$ cat config.mk
export PLATFORM = sky130hd
export DESIGN_NAME = status_regs
export DESIGN_NICKNAME = d
export VERILOG_FILES = /design/src/verilog/status_pkg.sv /design/src/verilog/group_if.sv /design/src/verilog/status_group.sv /design/src/verilog/status_regs.sv
export SDC_FILE = /design/constraint.sdc
export NUM_CORES = 1
export LEC_CHECK = 0
export BUFFER_PORTS_ARGS = -buffer_cell sky130_fd_sc_hd__buf_4
export CAP_MARGIN = 25
export CORE_MARGIN = 4
export CORE_UTILIZATION = 45
export CTS_CLUSTER_DIAMETER = 100
export DETAILED_ROUTE_END_ITERATION = 8
export PLACE_DENSITY = 0.74
export RECOVER_POWER = 100
export SLEW_MARGIN = 20
export SYNTH_ARGS = -nofsm -noshare
export SYNTH_HDL_FRONTEND = slang
export SYNTH_SLANG_ARGS = --single-unit
$ cat constraint.sdc
create_clock -name core_clk -period 2.6 [get_ports core_clk]
set_input_delay 0.13 -clock core_clk [delete_from_list [all_inputs] [get_ports core_clk]]
set_output_delay 0.13 -clock core_clk [all_outputs]
set_load 0.01 [all_outputs]
$ cat src/verilog/status_pkg.sv
// Purpose: Shared constants and command codes for the status reporting registers
// Assumes: 16-bit status registers, one 10 MHz clock
// Notes:   Bit positions and reset values live here only

package status_pkg;

    // ********************************************
    // Register geometry
    // ********************************************
    localparam int          REG_W          = 16;
    localparam int          SYNC_STAGES    = 3;

    // ********************************************
    // Operation group bit positions
    // ********************************************
    localparam int          OPER_CAL_BIT   = 0;
    localparam int          OPER_TRIG_BIT  = 5;
    localparam int          OPER_VREG_BIT  = 8;
    localparam int          OPER_IREG_BIT  = 10;
    localparam int          OPER_SEQ_BIT   = 14;
    localparam logic [15:0] OPER_VALID     = 16'h4521;

    // ********************************************
    // Fault group bit positions
    // ********************************************
    localparam int          QUES_OV_BIT    = 0;
    localparam int          QUES_OC_BIT    = 1;
    localparam int          QUES_LEAD_BIT  = 2;
    localparam int          QUES_TEMP_BIT  = 3;
    localparam int          QUES_SRC_BIT   = 4;
    localparam int          QUES_FAN_BIT   = 5;
    localparam logic [15:0] QUES_VALID     = 16'h003f;

    // ********************************************
    // Summary bits and reset values
    // ********************************************
    localparam int          STB_OPER_BIT   = 7;
    localparam int          STB_QUES_BIT   = 3;
    localparam logic [15:0] MASK_RST       = 16'h0000;
    localparam logic [15:0] OPER_EVENT_RST = 16'h0000;
    localparam logic [15:0] QUES_EVENT_RST = 16'h0010;
    localparam logic        OUT_ON_RST     = 1'b0;

    // ********************************************
    // Host command codes
    // ********************************************
    typedef enum logic [3:0] {
        OP_OPER_COND,
        OP_OPER_EVENT,
        OP_OPER_MASK_RD,
        OP_OPER_MASK_WR,
        OP_QUES_COND,
        OP_QUES_EVENT,
        OP_QUES_MASK_RD,
        OP_QUES_MASK_WR,
        OP_PRESET,
        OP_OUT_WR,
        OP_OUT_RD
    } cmd_op_e;

endpackage

$ cat src/verilog/group_if.sv
// Purpose: Carrier between the top and one status group
// Assumes: Width set by the instantiating module
// Notes:   Top drives controls, group returns its registers

`timescale 1ns/1ns
`default_nettype none

interface group_if #(
    parameter int W = 16
);
    logic [W-1:0] cond_raw;
    logic         preset;
    logic         mask_we;
    logic [W-1:0] mask_wdata;
    logic         event_rd;
    logic [W-1:0] cond_q;
    logic [W-1:0] event_q;
    logic [W-1:0] mask_q;
    logic         summary;

    modport owner (
        output cond_raw, preset, mask_we, mask_wdata, event_rd,
        input  cond_q, event_q, mask_q, summary
    );
    modport group (
        input  cond_raw, preset, mask_we, mask_wdata, event_rd,
        output cond_q, event_q, mask_q, summary
    );
endinterface

`default_nettype wire

$ cat src/verilog/status_group.sv
// Purpose: One condition / event / mask register group with summary
// Assumes: cond_raw already synchronised to core_clk
// Notes:   Events latch on a 0 to 1 change of a condition bit

`timescale 1ns/1ns
`default_nettype none

module status_group #(
    parameter int              W         = 16,
    parameter logic [W-1:0]    VALID     = '1,
    parameter logic [W-1:0]    EVENT_RST = '0,
    parameter logic [W-1:0]    MASK_INIT = '0
) (
    // Clock and reset
    input  wire logic core_clk,
    input  wire logic nrst,
    // Group port
    group_if.group    gi
);

    logic [W-1:0] cond_q, cond_d;
    logic [W-1:0] event_q, event_d;
    logic [W-1:0] mask_q, mask_d;
    logic [W-1:0] rise;

    initial begin
        if (W < 1 || W > 16) $error("status_group width out of range");
    end

    // ********************************************
    // Next-state logic
    // ********************************************
    // Condition follows the input live; preset forces it to zero
    always_comb begin
        cond_d  = gi.preset ? '0 : (gi.cond_raw & VALID);
        rise    = cond_d & ~cond_q & VALID;
        // Read clears, but an edge in the read cycle survives
        event_d = (gi.event_rd ? '0 : event_q) | rise;
        mask_d  = gi.mask_we ? (gi.mask_wdata & VALID) : mask_q;
    end

    // Registers only
    always_ff @(posedge core_clk) begin
        if (!nrst) begin
            cond_q  <= '0;
            event_q <= EVENT_RST;
            mask_q  <= MASK_INIT;
        end else begin
            cond_q  <= cond_d;
            event_q <= event_d;
            mask_q  <= mask_d;
        end
    end

    assign gi.cond_q  = cond_q;
    assign gi.event_q = event_q;
    assign gi.mask_q  = mask_q;
    assign gi.summary = |(event_q & mask_q);

    // ********************************************
    // Checks
    // ********************************************
    a_event_hold: assert property (@(posedge core_clk) disable iff (!nrst)
        !gi.event_rd |=> ((event_q & $past(event_q)) == $past(event_q)))
        else $error("event bit lost without a read");
    a_edge_caught: assert property (@(posedge core_clk) disable iff (!nrst)
        (rise != '0) |=> ((event_q & $past(rise)) == $past(rise)))
        else $error("condition edge not latched");
    a_preset_zero: assert property (@(posedge core_clk) disable iff (!nrst)
        gi.preset |=> (cond_q == '0))
        else $error("condition not cleared by preset");
    a_unused_zero: assert property (@(posedge core_clk) disable iff (!nrst)
        ((cond_q | event_q | mask_q) & ~VALID) == '0)
        else $error("unused bit set");

endmodule

`default_nettype wire

$ cat src/verilog/status_regs.sv
// Purpose: Status reporting registers of a programmable supply
// Assumes: Host commands arrive already decoded on cmd_* ports
// Notes:   Answer comes one cycle after every command
//
// Operation
// - Operation condition shows the present state live, unlatched.
// - Operation bits: 0 calibration, 5 trigger wait, 8 CV, 10 CC, 14 sequence.
// - Operation reads return only the defined bits.
// - Status bit 7 is the OR of enabled operation events.
// - Operation mask write stores only the defined bits; a read returns them.
// - Operation events latch; a read returns them then clears.
// - An operation event marks a condition bit going from 0 to 1 since the last read.
// - Preset forces both condition registers to zero.
// - Fault bits: 0 overvoltage to 5 cooling; bits 6 to 15 unused.
// - Fault events latch; a read returns them then clears.
// - Source loss event is held over power loss; first read shows it.
// - Fault condition is live and drops when the fault ends.
// - Status bit 3 is the OR of enabled fault events.
// - Fault mask write stores; a read returns it.
// - Overvoltage trip turns the output off and it stays off.
// - Overvoltage forces output to zero and sets its condition bit.

`timescale 1ns/1ns
`default_nettype none

module status_regs
    import status_pkg::*;
#(
    parameter int W = status_pkg::REG_W
) (
    // Clock and reset
    input  wire logic                core_clk,
    input  wire logic                nrst,
    // Operating state pins
    input  wire logic                cal_busy,
    input  wire logic                awaiting_trigger,
    input  wire logic                voltage_regulating,
    input  wire logic                current_regulating,
    input  wire logic                sequence_running,
    // Fault pins
    input  wire logic                overvoltage_trip,
    input  wire logic                overcurrent_trip,
    input  wire logic                lead_fault,
    input  wire logic                over_temperature,
    input  wire logic                source_loss,
    input  wire logic                cooling_failure,
    // Host command port
    input  wire logic                cmd_valid,
    input  wire status_pkg::cmd_op_e cmd_op,
    input  wire logic [W-1:0]        cmd_wdata,
    output logic                     rsp_valid,
    output logic [W-1:0]             rsp_data,
    // Status and output control
    output logic [7:0]               status_byte,
    output logic                     output_enable
);
    import status_pkg::*;

    initial begin
        if (W != REG_W) $error("status_regs supports only 16-bit registers");
    end

    // ********************************************
    // Pin synchronisers
    // ********************************************
    logic [W-1:0] oper_pins, ques_pins;
    logic [W-1:0] oper_s1_q, oper_s2_q, oper_s3_q, oper_clean_q;
    logic [W-1:0] ques_s1_q, ques_s2_q, ques_s3_q, ques_clean_q;
    logic [W-1:0] oper_clean_d, ques_clean_d;

    // Place each pin at its register bit
    always_comb begin
        oper_pins                = '0;
        oper_pins[OPER_CAL_BIT]  = cal_busy;
        oper_pins[OPER_TRIG_BIT] = awaiting_trigger;
        oper_pins[OPER_VREG_BIT] = voltage_regulating;
        oper_pins[OPER_IREG_BIT] = current_regulating;
        oper_pins[OPER_SEQ_BIT]  = sequence_running;
        ques_pins                = '0;
        ques_pins[QUES_OV_BIT]   = overvoltage_trip;
        ques_pins[QUES_OC_BIT]   = overcurrent_trip;
        ques_pins[QUES_LEAD_BIT] = lead_fault;
        ques_pins[QUES_TEMP_BIT] = over_temperature;
        ques_pins[QUES_SRC_BIT]  = source_loss;
        ques_pins[QUES_FAN_BIT]  = cooling_failure;
    end

    // A change counts only once stages two and three agree
    always_comb begin
        oper_clean_d = (oper_s2_q ^ oper_s3_q) & oper_clean_q
                     | ~(oper_s2_q ^ oper_s3_q) & oper_s3_q;
        ques_clean_d = (ques_s2_q ^ ques_s3_q) & ques_clean_q
                     | ~(ques_s2_q ^ ques_s3_q) & ques_s3_q;
    end

    // Synchroniser flops
    always_ff @(posedge core_clk) begin
        if (!nrst) begin
            oper_s1_q    <= '0;
            oper_s2_q    <= '0;
            oper_s3_q    <= '0;
            oper_clean_q <= '0;
            ques_s1_q    <= '0;
            ques_s2_q    <= '0;
            ques_s3_q    <= '0;
            ques_clean_q <= '0;
        end else begin
            oper_s1_q    <= oper_pins;
            oper_s2_q    <= oper_s1_q;
            oper_s3_q    <= oper_s2_q;
            oper_clean_q <= oper_clean_d;
            ques_s1_q    <= ques_pins;
            ques_s2_q    <= ques_s1_q;
            ques_s3_q    <= ques_s2_q;
            ques_clean_q <= ques_clean_d;
        end
    end

    // ********************************************
    // Register groups
    // ********************************************
    group_if #(.W(W)) oper_gi ();
    group_if #(.W(W)) ques_gi ();

    status_group #(
        .W         (W),
        .VALID     (OPER_VALID),
        .EVENT_RST (OPER_EVENT_RST),
        .MASK_INIT (MASK_RST)
    ) u_oper (
        .core_clk (core_clk),
        .nrst     (nrst),
        .gi       (oper_gi.group)
    );

    // Source loss event resets set, so it survives a power cycle
    status_group #(
        .W         (W),
        .VALID     (QUES_VALID),
        .EVENT_RST (QUES_EVENT_RST),
        .MASK_INIT (MASK_RST)
    ) u_ques (
        .core_clk (core_clk),
        .nrst     (nrst),
        .gi       (ques_gi.group)
    );

    // ********************************************
    // Command decode
    // ********************************************
    function automatic logic is_op(input logic v, input cmd_op_e op, input cmd_op_e want);
        return v && (op == want);
    endfunction

    // Live inputs steer the conditions; preset zeroes both
    always_comb begin
        oper_gi.cond_raw   = oper_clean_q;
        ques_gi.cond_raw   = ques_clean_q;
        oper_gi.preset     = is_op(cmd_valid, cmd_op, OP_PRESET);
        ques_gi.preset     = is_op(cmd_valid, cmd_op, OP_PRESET);
        oper_gi.mask_we    = is_op(cmd_valid, cmd_op, OP_OPER_MASK_WR);
        ques_gi.mask_we    = is_op(cmd_valid, cmd_op, OP_QUES_MASK_WR);
        oper_gi.mask_wdata = cmd_wdata;
        ques_gi.mask_wdata = cmd_wdata;
        oper_gi.event_rd   = is_op(cmd_valid, cmd_op, OP_OPER_EVENT);
        ques_gi.event_rd   = is_op(cmd_valid, cmd_op, OP_QUES_EVENT);
    end

    // ********************************************
    // Answer path
    // ********************************************
    logic         rsp_valid_q, rsp_valid_d;
    logic [W-1:0] rsp_data_q, rsp_data_d;
    logic         out_on_q, out_on_d;

    // Event reads return the value before the clear takes effect
    always_comb begin
        rsp_valid_d = cmd_valid;
        rsp_data_d  = '0;
        if (cmd_valid) begin
            unique case (cmd_op)
                OP_OPER_COND:    rsp_data_d = oper_gi.cond_q & OPER_VALID;
                OP_OPER_EVENT:   rsp_data_d = oper_gi.event_q & OPER_VALID;
                OP_OPER_MASK_RD: rsp_data_d = oper_gi.mask_q & OPER_VALID;
                OP_QUES_COND:    rsp_data_d = ques_gi.cond_q;
                OP_QUES_EVENT:   rsp_data_d = ques_gi.event_q;
                OP_QUES_MASK_RD: rsp_data_d = ques_gi.mask_q;
                OP_OUT_RD:       rsp_data_d = {{(W-1){1'b0}}, out_on_q};
                default:         rsp_data_d = '0;
            endcase
        end
    end

    // ********************************************
    // Output enable with overvoltage trip
    // ********************************************
    // Trip wins over a same-cycle enable; host must re-enable after the fault
    always_comb begin
        out_on_d = out_on_q;
        if (is_op(cmd_valid, cmd_op, OP_OUT_WR)) begin
            out_on_d = cmd_wdata[0];
        end
        if (ques_clean_q[QUES_OV_BIT]) begin
            out_on_d = 1'b0;
        end
    end

    // Answer and output registers
    always_ff @(posedge core_clk) begin
        if (!nrst) begin
            rsp_valid_q <= 1'b0;
            rsp_data_q  <= '0;
            out_on_q    <= OUT_ON_RST;
        end else begin
            rsp_valid_q <= rsp_valid_d;
            rsp_data_q  <= rsp_data_d;
            out_on_q    <= out_on_d;
        end
    end

    // Summary bits into the status byte
    always_comb begin
        status_byte               = 8'h00;
        status_byte[STB_OPER_BIT] = oper_gi.summary;
        status_byte[STB_QUES_BIT] = ques_gi.summary;
    end

    assign rsp_valid     = rsp_valid_q;
    assign rsp_data      = rsp_data_q;
    assign output_enable = out_on_q;

    // ********************************************
    // Checks
    // ********************************************
    a_oper_summary: assert property (@(posedge core_clk) disable iff (!nrst)
        status_byte[STB_OPER_BIT] == |(oper_gi.event_q & oper_gi.mask_q))
        else $error("operation summary mismatch");
    a_ques_summary: assert property (@(posedge core_clk) disable iff (!nrst)
        status_byte[STB_QUES_BIT] == |(ques_gi.event_q & ques_gi.mask_q))
        else $error("fault summary mismatch");
    a_oper_range: assert property (@(posedge core_clk) disable iff (!nrst)
        rsp_valid |-> (rsp_data & ~(OPER_VALID | QUES_VALID | 16'h0001)) == '0)
        else $error("answer holds unused bits");
    a_oper_mask_back: assert property (@(posedge core_clk) disable iff (!nrst)
        is_op(cmd_valid, cmd_op, OP_OPER_MASK_WR)
        |=> oper_gi.mask_q == ($past(cmd_wdata) & OPER_VALID))
        else $error("operation mask store wrong");
    a_ques_mask_back: assert property (@(posedge core_clk) disable iff (!nrst)
        is_op(cmd_valid, cmd_op, OP_QUES_MASK_WR)
        |=> ques_gi.mask_q == ($past(cmd_wdata) & QUES_VALID))
        else $error("fault mask store wrong");
    a_event_read: assert property (@(posedge core_clk) disable iff (!nrst)
        is_op(cmd_valid, cmd_op, OP_QUES_EVENT)
        |=> rsp_valid && rsp_data == $past(ques_gi.event_q))
        else $error("fault event read wrong");
    a_ov_trip: assert property (@(posedge core_clk) disable iff (!nrst)
        ques_clean_q[QUES_OV_BIT] |=> !output_enable [*2])
        else $error("output not held off on overvoltage");
    a_ov_cond: assert property (@(posedge core_clk) disable iff (!nrst)
        (ques_clean_q[QUES_OV_BIT] && !ques_gi.preset) |=> ques_gi.cond_q[QUES_OV_BIT])
        else $error("overvoltage condition bit missing");
    a_cond_live: assert property (@(posedge core_clk) disable iff (!nrst)
        (!ques_gi.preset) |=> ques_gi.cond_q == $past(ques_clean_q & QUES_VALID))
        else $error("fault condition not live");

    c_oper_event: cover property (@(posedge core_clk) disable iff (!nrst)
        is_op(cmd_valid, cmd_op, OP_OPER_EVENT) ##1 rsp_data != '0);
    c_ov_trip: cover property (@(posedge core_clk) disable iff (!nrst)
        output_enable ##1 ques_clean_q[QUES_OV_BIT] ##1 !output_enable);
    c_preset: cover property (@(posedge core_clk) disable iff (!nrst)
        is_op(cmd_valid, cmd_op, OP_PRESET) && oper_gi.cond_q != '0);
    c_summary: cover property (@(posedge core_clk) disable iff (!nrst)
        status_byte[STB_OPER_BIT] && status_byte[STB_QUES_BIT]);

endmodule

`default_nettype wire

Word-level counts from Yosys, hierarchy flattened. Cells that the tools add are included.

Register bits: 210. Output and inout bits: 26. Logic and storage cells: 64.

Mux-type cells: 5. Eq/ne operators: 10. Bitwise logic cells: 19. Reduce and logical (&&, ||, !) cells: 11.

Operators by type and width (count): $pmux W16 S7 (1); $and A16 B16 Y16 (4); $mux W16 (2); $not A16 Y16 (2); $or A16 B16 Y16 (2); $reduce_or A16 Y1 (2); $xor A16 B16 Y16 (2); $and A16 B15 Y16 (1); $and A16 B6 Y16 (1); $eq A4 B3 Y1 const B (4); $or A16 B15 Y16 (1); $or A16 B6 Y16 (1); $and A15 B15 Y15 (1); $mux W15 (1); $not A15 Y15 (1); $eq A4 B4 Y1 const B (3); $eq A4 B2 Y1 const B (2); $and A6 B6 Y6 (1); $logic_and A1 B1 Y1 (6); $mux W6 (1); $not A6 Y6 (1); $eq A4 B1 Y1 const B (1); $logic_not A4 Y1 (1); $reduce_and A2 Y1 (1); other kinds (2) (2).

Logic depth before layout (Yosys ltp).
Depth after elaboration: 5. Mapped depth: 6.

By module. Synthesis repeated with hierarchy kept, for this count alone.

Cell total of the unflattened synthesis: 428. Area total of the unflattened synthesis: 4289.1 um^2.

Modules (own cells, without submodules): status_regs (sequential area each 1241.2 um^2, times used 1, cells each 250, area each 2527.4 um^2); status_group (u_ques) (sequential area each 360.3 um^2, times used 1, cells each 93, area each 899.6 um^2); status_group (u_oper) (sequential area each 300.3 um^2, times used 1, cells each 85, area each 862.1 um^2).

Worst setup path after synthesis. OpenSTA, ideal clock, no wires.

Kind: input-to-reg. Start: in cmd_op[0]. End: reg u_oper.event_q[0] (netlist: u_oper.gi.event_q[0]). Slack: 1392 ps. Required time: 2483 ps. Buffers on the path: 2. Data arrival time: 1091 ps. Cell stages on the path: 6. Cell sequence: buf_6 nor4b_2 a21boi_1 buf_2 and2_4 a22o_1.

Cells in the longest elaborated chain, start to end: 5. Elaborated cells between the ends (all ways): 8. Classes of those cells: eq/ne: 2; mux: 2; bitwise: 2; reduce/logical: 2.

Ends and longest elaborated chain: start, declared (RTL line status_regs.sv:49) `input wire status_pkg::cmd_op_e cmd_op,`; $eq A4 B4 Y1 (RTL line status_regs.sv:152) `return v && (op == want);`; $logic_and A1 B1 Y1 (RTL line status_regs.sv:152); $mux W15 (RTL line status_group.sv:35) `cond_d = gi.preset ? '0 : (gi.cond_raw & VALID);`; $and A15 B15 Y15 (RTL line status_group.sv:36) `rise = cond_d & ~cond_q & VALID;`; $or A16 B15 Y16 (*) (RTL line status_group.sv:38) `event_d = (gi.event_rd ? '0 : event_q) | rise;`; end signal, assigned (RTL line status_group.sv:50) `event_q <= event_d;`; end, declared (RTL line status_group.sv:22) `logic [W-1:0] event_q, event_d;`.

Every way passes the cells marked *; elsewhere a longest branch is shown, timed or not. A chain may end at the register's enable or synchronous reset.

Worst setup path in the final report.
Start: in cmd_op[0]. End: reg u_ques.mask_q[2] (netlist: u_ques.gi.mask_q[2]).

Cells in the longest elaborated chain, start to end: 2.

Ends and longest elaborated chain: $eq A4 B3 Y1 (RTL line status_regs.sv:152); $logic_and A1 B1 Y1 (RTL line status_regs.sv:152); end signal, assigned (RTL line status_group.sv:51) `mask_q <= mask_d;`; end, declared (RTL line status_group.sv:23) `logic [W-1:0] mask_q, mask_d;`.

No other way between the ends.

==> out/results.ini <==
[hold_path]
hold_end = u_ques.gi.mask_q[1]$_SDFFE_PN0P_
hold_path_class = input pin to flop
min_from = cmd_wdata[1]
whs_path_depth = 3

[setup_path]
endpoint_kind = flop
crit_path_start_kind = input pin
worst_r2r_endpoint = rsp_data[0]$_SDFF_PN0_
crit_fanout = 18
arrival_ns = 1.93
rr_startpoint = u_oper.gi.event_q[0]$_SDFF_PN0_
rrSetupSlack_ns = 1.29
cp.required_ns = 2.84
rr_worst_depth = 4
critPathKind = input pin to flop

[clock_tree]
clock_latency_ns = 0.35
clk_path_buf_depth = 2
numCtsBuffers = 9
cts.clk_slew.worst_paths_ns = 0.08
htree_levels = 3
clock_sinks = 88
cts_setup_buffers = 0
cts_resized = 0
tritoncts = yes
cts_root_buffer = clkbuf_8

[logic_synthesis]
synth-edff-count = 0
syn_avg_cell_area_um2 = 10.18
ys_seq_elements = 88
async_flop_share = 0
yosysSeqAreaShare = 0.5440
yosys_warnings = 0
synth_top_area_share = 0.5440
synth_area_um2 = 3238
synth_area_leaders = dfxtp_1 (54%), and2_1 (7.7%), mux2i_1 (5.6%)
yosys_most_used_dff = dfxtp_1
postSynthCellCount = 318
yosysUniqueCellTypes = 38
synth_top_cell_by_area = dfxtp_1

[final_layout]
drive_gt1_frac = 0.1144
nFillCells = 668
final_common_cell = dfxtp_1
layout_common_cells = dfxtp_1 (88), and2_1 (28), nand2_1 (20), mux2i_1 (18), and2_0 (17)
utilization = 0.5446
fin_area_um2 = 3761
num_antenna_cells = 0
syn2layout_area_growth_pct = 16.15
nNetsFinal = 396

[routing]
drtPass1Iterations = 5
via_per_inst = 4.626
routed_wl_mm = 5.325
vias = 2142
drc = 0
drtAntennaViolNets = 0
drtIter0Drc = 69
routedWlPerCell_um = 11.50

[die]
start_util = 0.4688
die_h_um = 92.83
rows = 30
core_area_um2 = 6907
io_pins = 60
fp.dieW_um = 92.83
die_area_um2 = 8617

[timing]
period_minus_slack_ns = 1.691
holdWs_ns = 0.04251
rsz0062_at_grt = no
hold_violations = 0
slew_headroom = 0.3908
drv_slew = 0
setup_viol = 0
clock_skew_ns = 0.006890
fin_tns_setup_ns = 0
fin_crit_sh = 0.6503
max_freq_mhz = 591.4
tightest_slew_ns = 0.9138

[global_route]
overflow = 0
grt_max_degree = 61
grt_pass1_vias = 2000
grt_pass1_wl_mm = 9.349
grt.total_usage = 0.1351
antenna_found_initial = 0

[pwr]
power.total_w = 0.002537
powerDensity_nw_per_um2 = 674.4
leakage_nw = 1.435
vdd_drop_max_mv = 0.3635

[place]
place_area_um2 = 3512
port_buffers = 39
dp_hpwl_mm = 3.695
gp_congestion = 0.8148

[run]
maxCapViolations = 0

[status]
outcome = complete, no violations

[what timing repair did]
action / 4_1_cts / 5_1_grt
hold buffers: 11 / 0
endpoints found under the hold margin: 11 / 0
setup endpoints to repair: 0 / 0
[how the worst max path moves through the flow]
stage                                    start                                to  slack, ns
6_report                             cmd_op[0]  u_ques.gi.mask_q[2]$_SDFFE_PN0P_       0.91
5_1_grt                              cmd_op[0]  u_ques.gi.mask_q[2]$_SDFFE_PN0P_       0.65
3_5_place_dp                         cmd_op[1]   u_ques.gi.event_q[5]$_SDFF_PN0_       1.00
2_1_floorplan                        cmd_op[0]   u_oper.gi.event_q[0]$_SDFF_PN0_       1.39
3_3_place_gp                         cmd_op[1]   u_ques.gi.event_q[5]$_SDFF_PN0_       1.04
4_1_cts        u_oper.gi.event_q[0]$_SDFF_PN0_                    status_byte[7]       1.19
[metal layers]
metal	global-route usage	share of wire	up-vias
met5	0	0	-
met4	0.04274	0.010	0
met3	0.04874	0.075	7
met2	0.2136	0.45	69
met1	0.1719	0.46	938
li1	-	-	1128
[synth_stat cells, types with 4 or more instances]
master and n:
nand3_1 4, a21boi_0 13, o21ai_0 15, nand2_1 20, buf_2 6, inv_1 10, a21oi_1 7, buf_4 17
a22oi_1 5, mux2i_1 18, nor2_1 15, and2_1 40, clkbuf_1 6, nor2b_1 12, a22o_1 10, and2_4 5
dfxtp_1 88
[report_power, final]
part | switching [W] | internal [W]
Combinational | 0.0000641 | 0.0000644
Clock | 0.000473 | 0.000552
Sequential | 0.0000103 | 0.00137
[final cells by class]
cell class              instances  area [um^2]  share of cell area
flip-flops and latches         88         1762              0.4684
multi-input cells             202         1260              0.3350
clock buffers                   9        123.9             0.03293
inverters                      10        37.54            0.009980
clock inverters                 7        103.9             0.02761
repair buffers                 51        354.1             0.09415
well taps                      96        120.1             0.03194
[metrics by stage]
stage / cells / setup slack (ns)
floorplan: 330 / 1.392
global placement: 436 / 1.038
detailed placement: 436 / 1.001
CTS: 463 / 1.195
global route: 463 / 0.6499
finish: 463 / 0.9092
[cells by family (layout without fill, tap and decap cells)]
family | after synthesis | in the layout | synth area share
buffers and inverters | 40 | 77 | 0.07071
multiplexers | 18 | 18 | 0.05564
other | 1 | 13 | 0.001158
flip-flops | 88 | 88 | 0.5440
AND/OR/NAND/NOR | 109 | 109 | 0.1916
AO/OA/AOI/OAI | 62 | 62 | 0.1368
[worst max-delay path, stage by stage]
cell	delay [ns]
clkbuf_1	0.66
nand3_1	0.27
nor2_1	0.55
mux2i_1	0.25
nor2b_1	0.06
No activity file was read; power rests on OpenSTA's default activity.
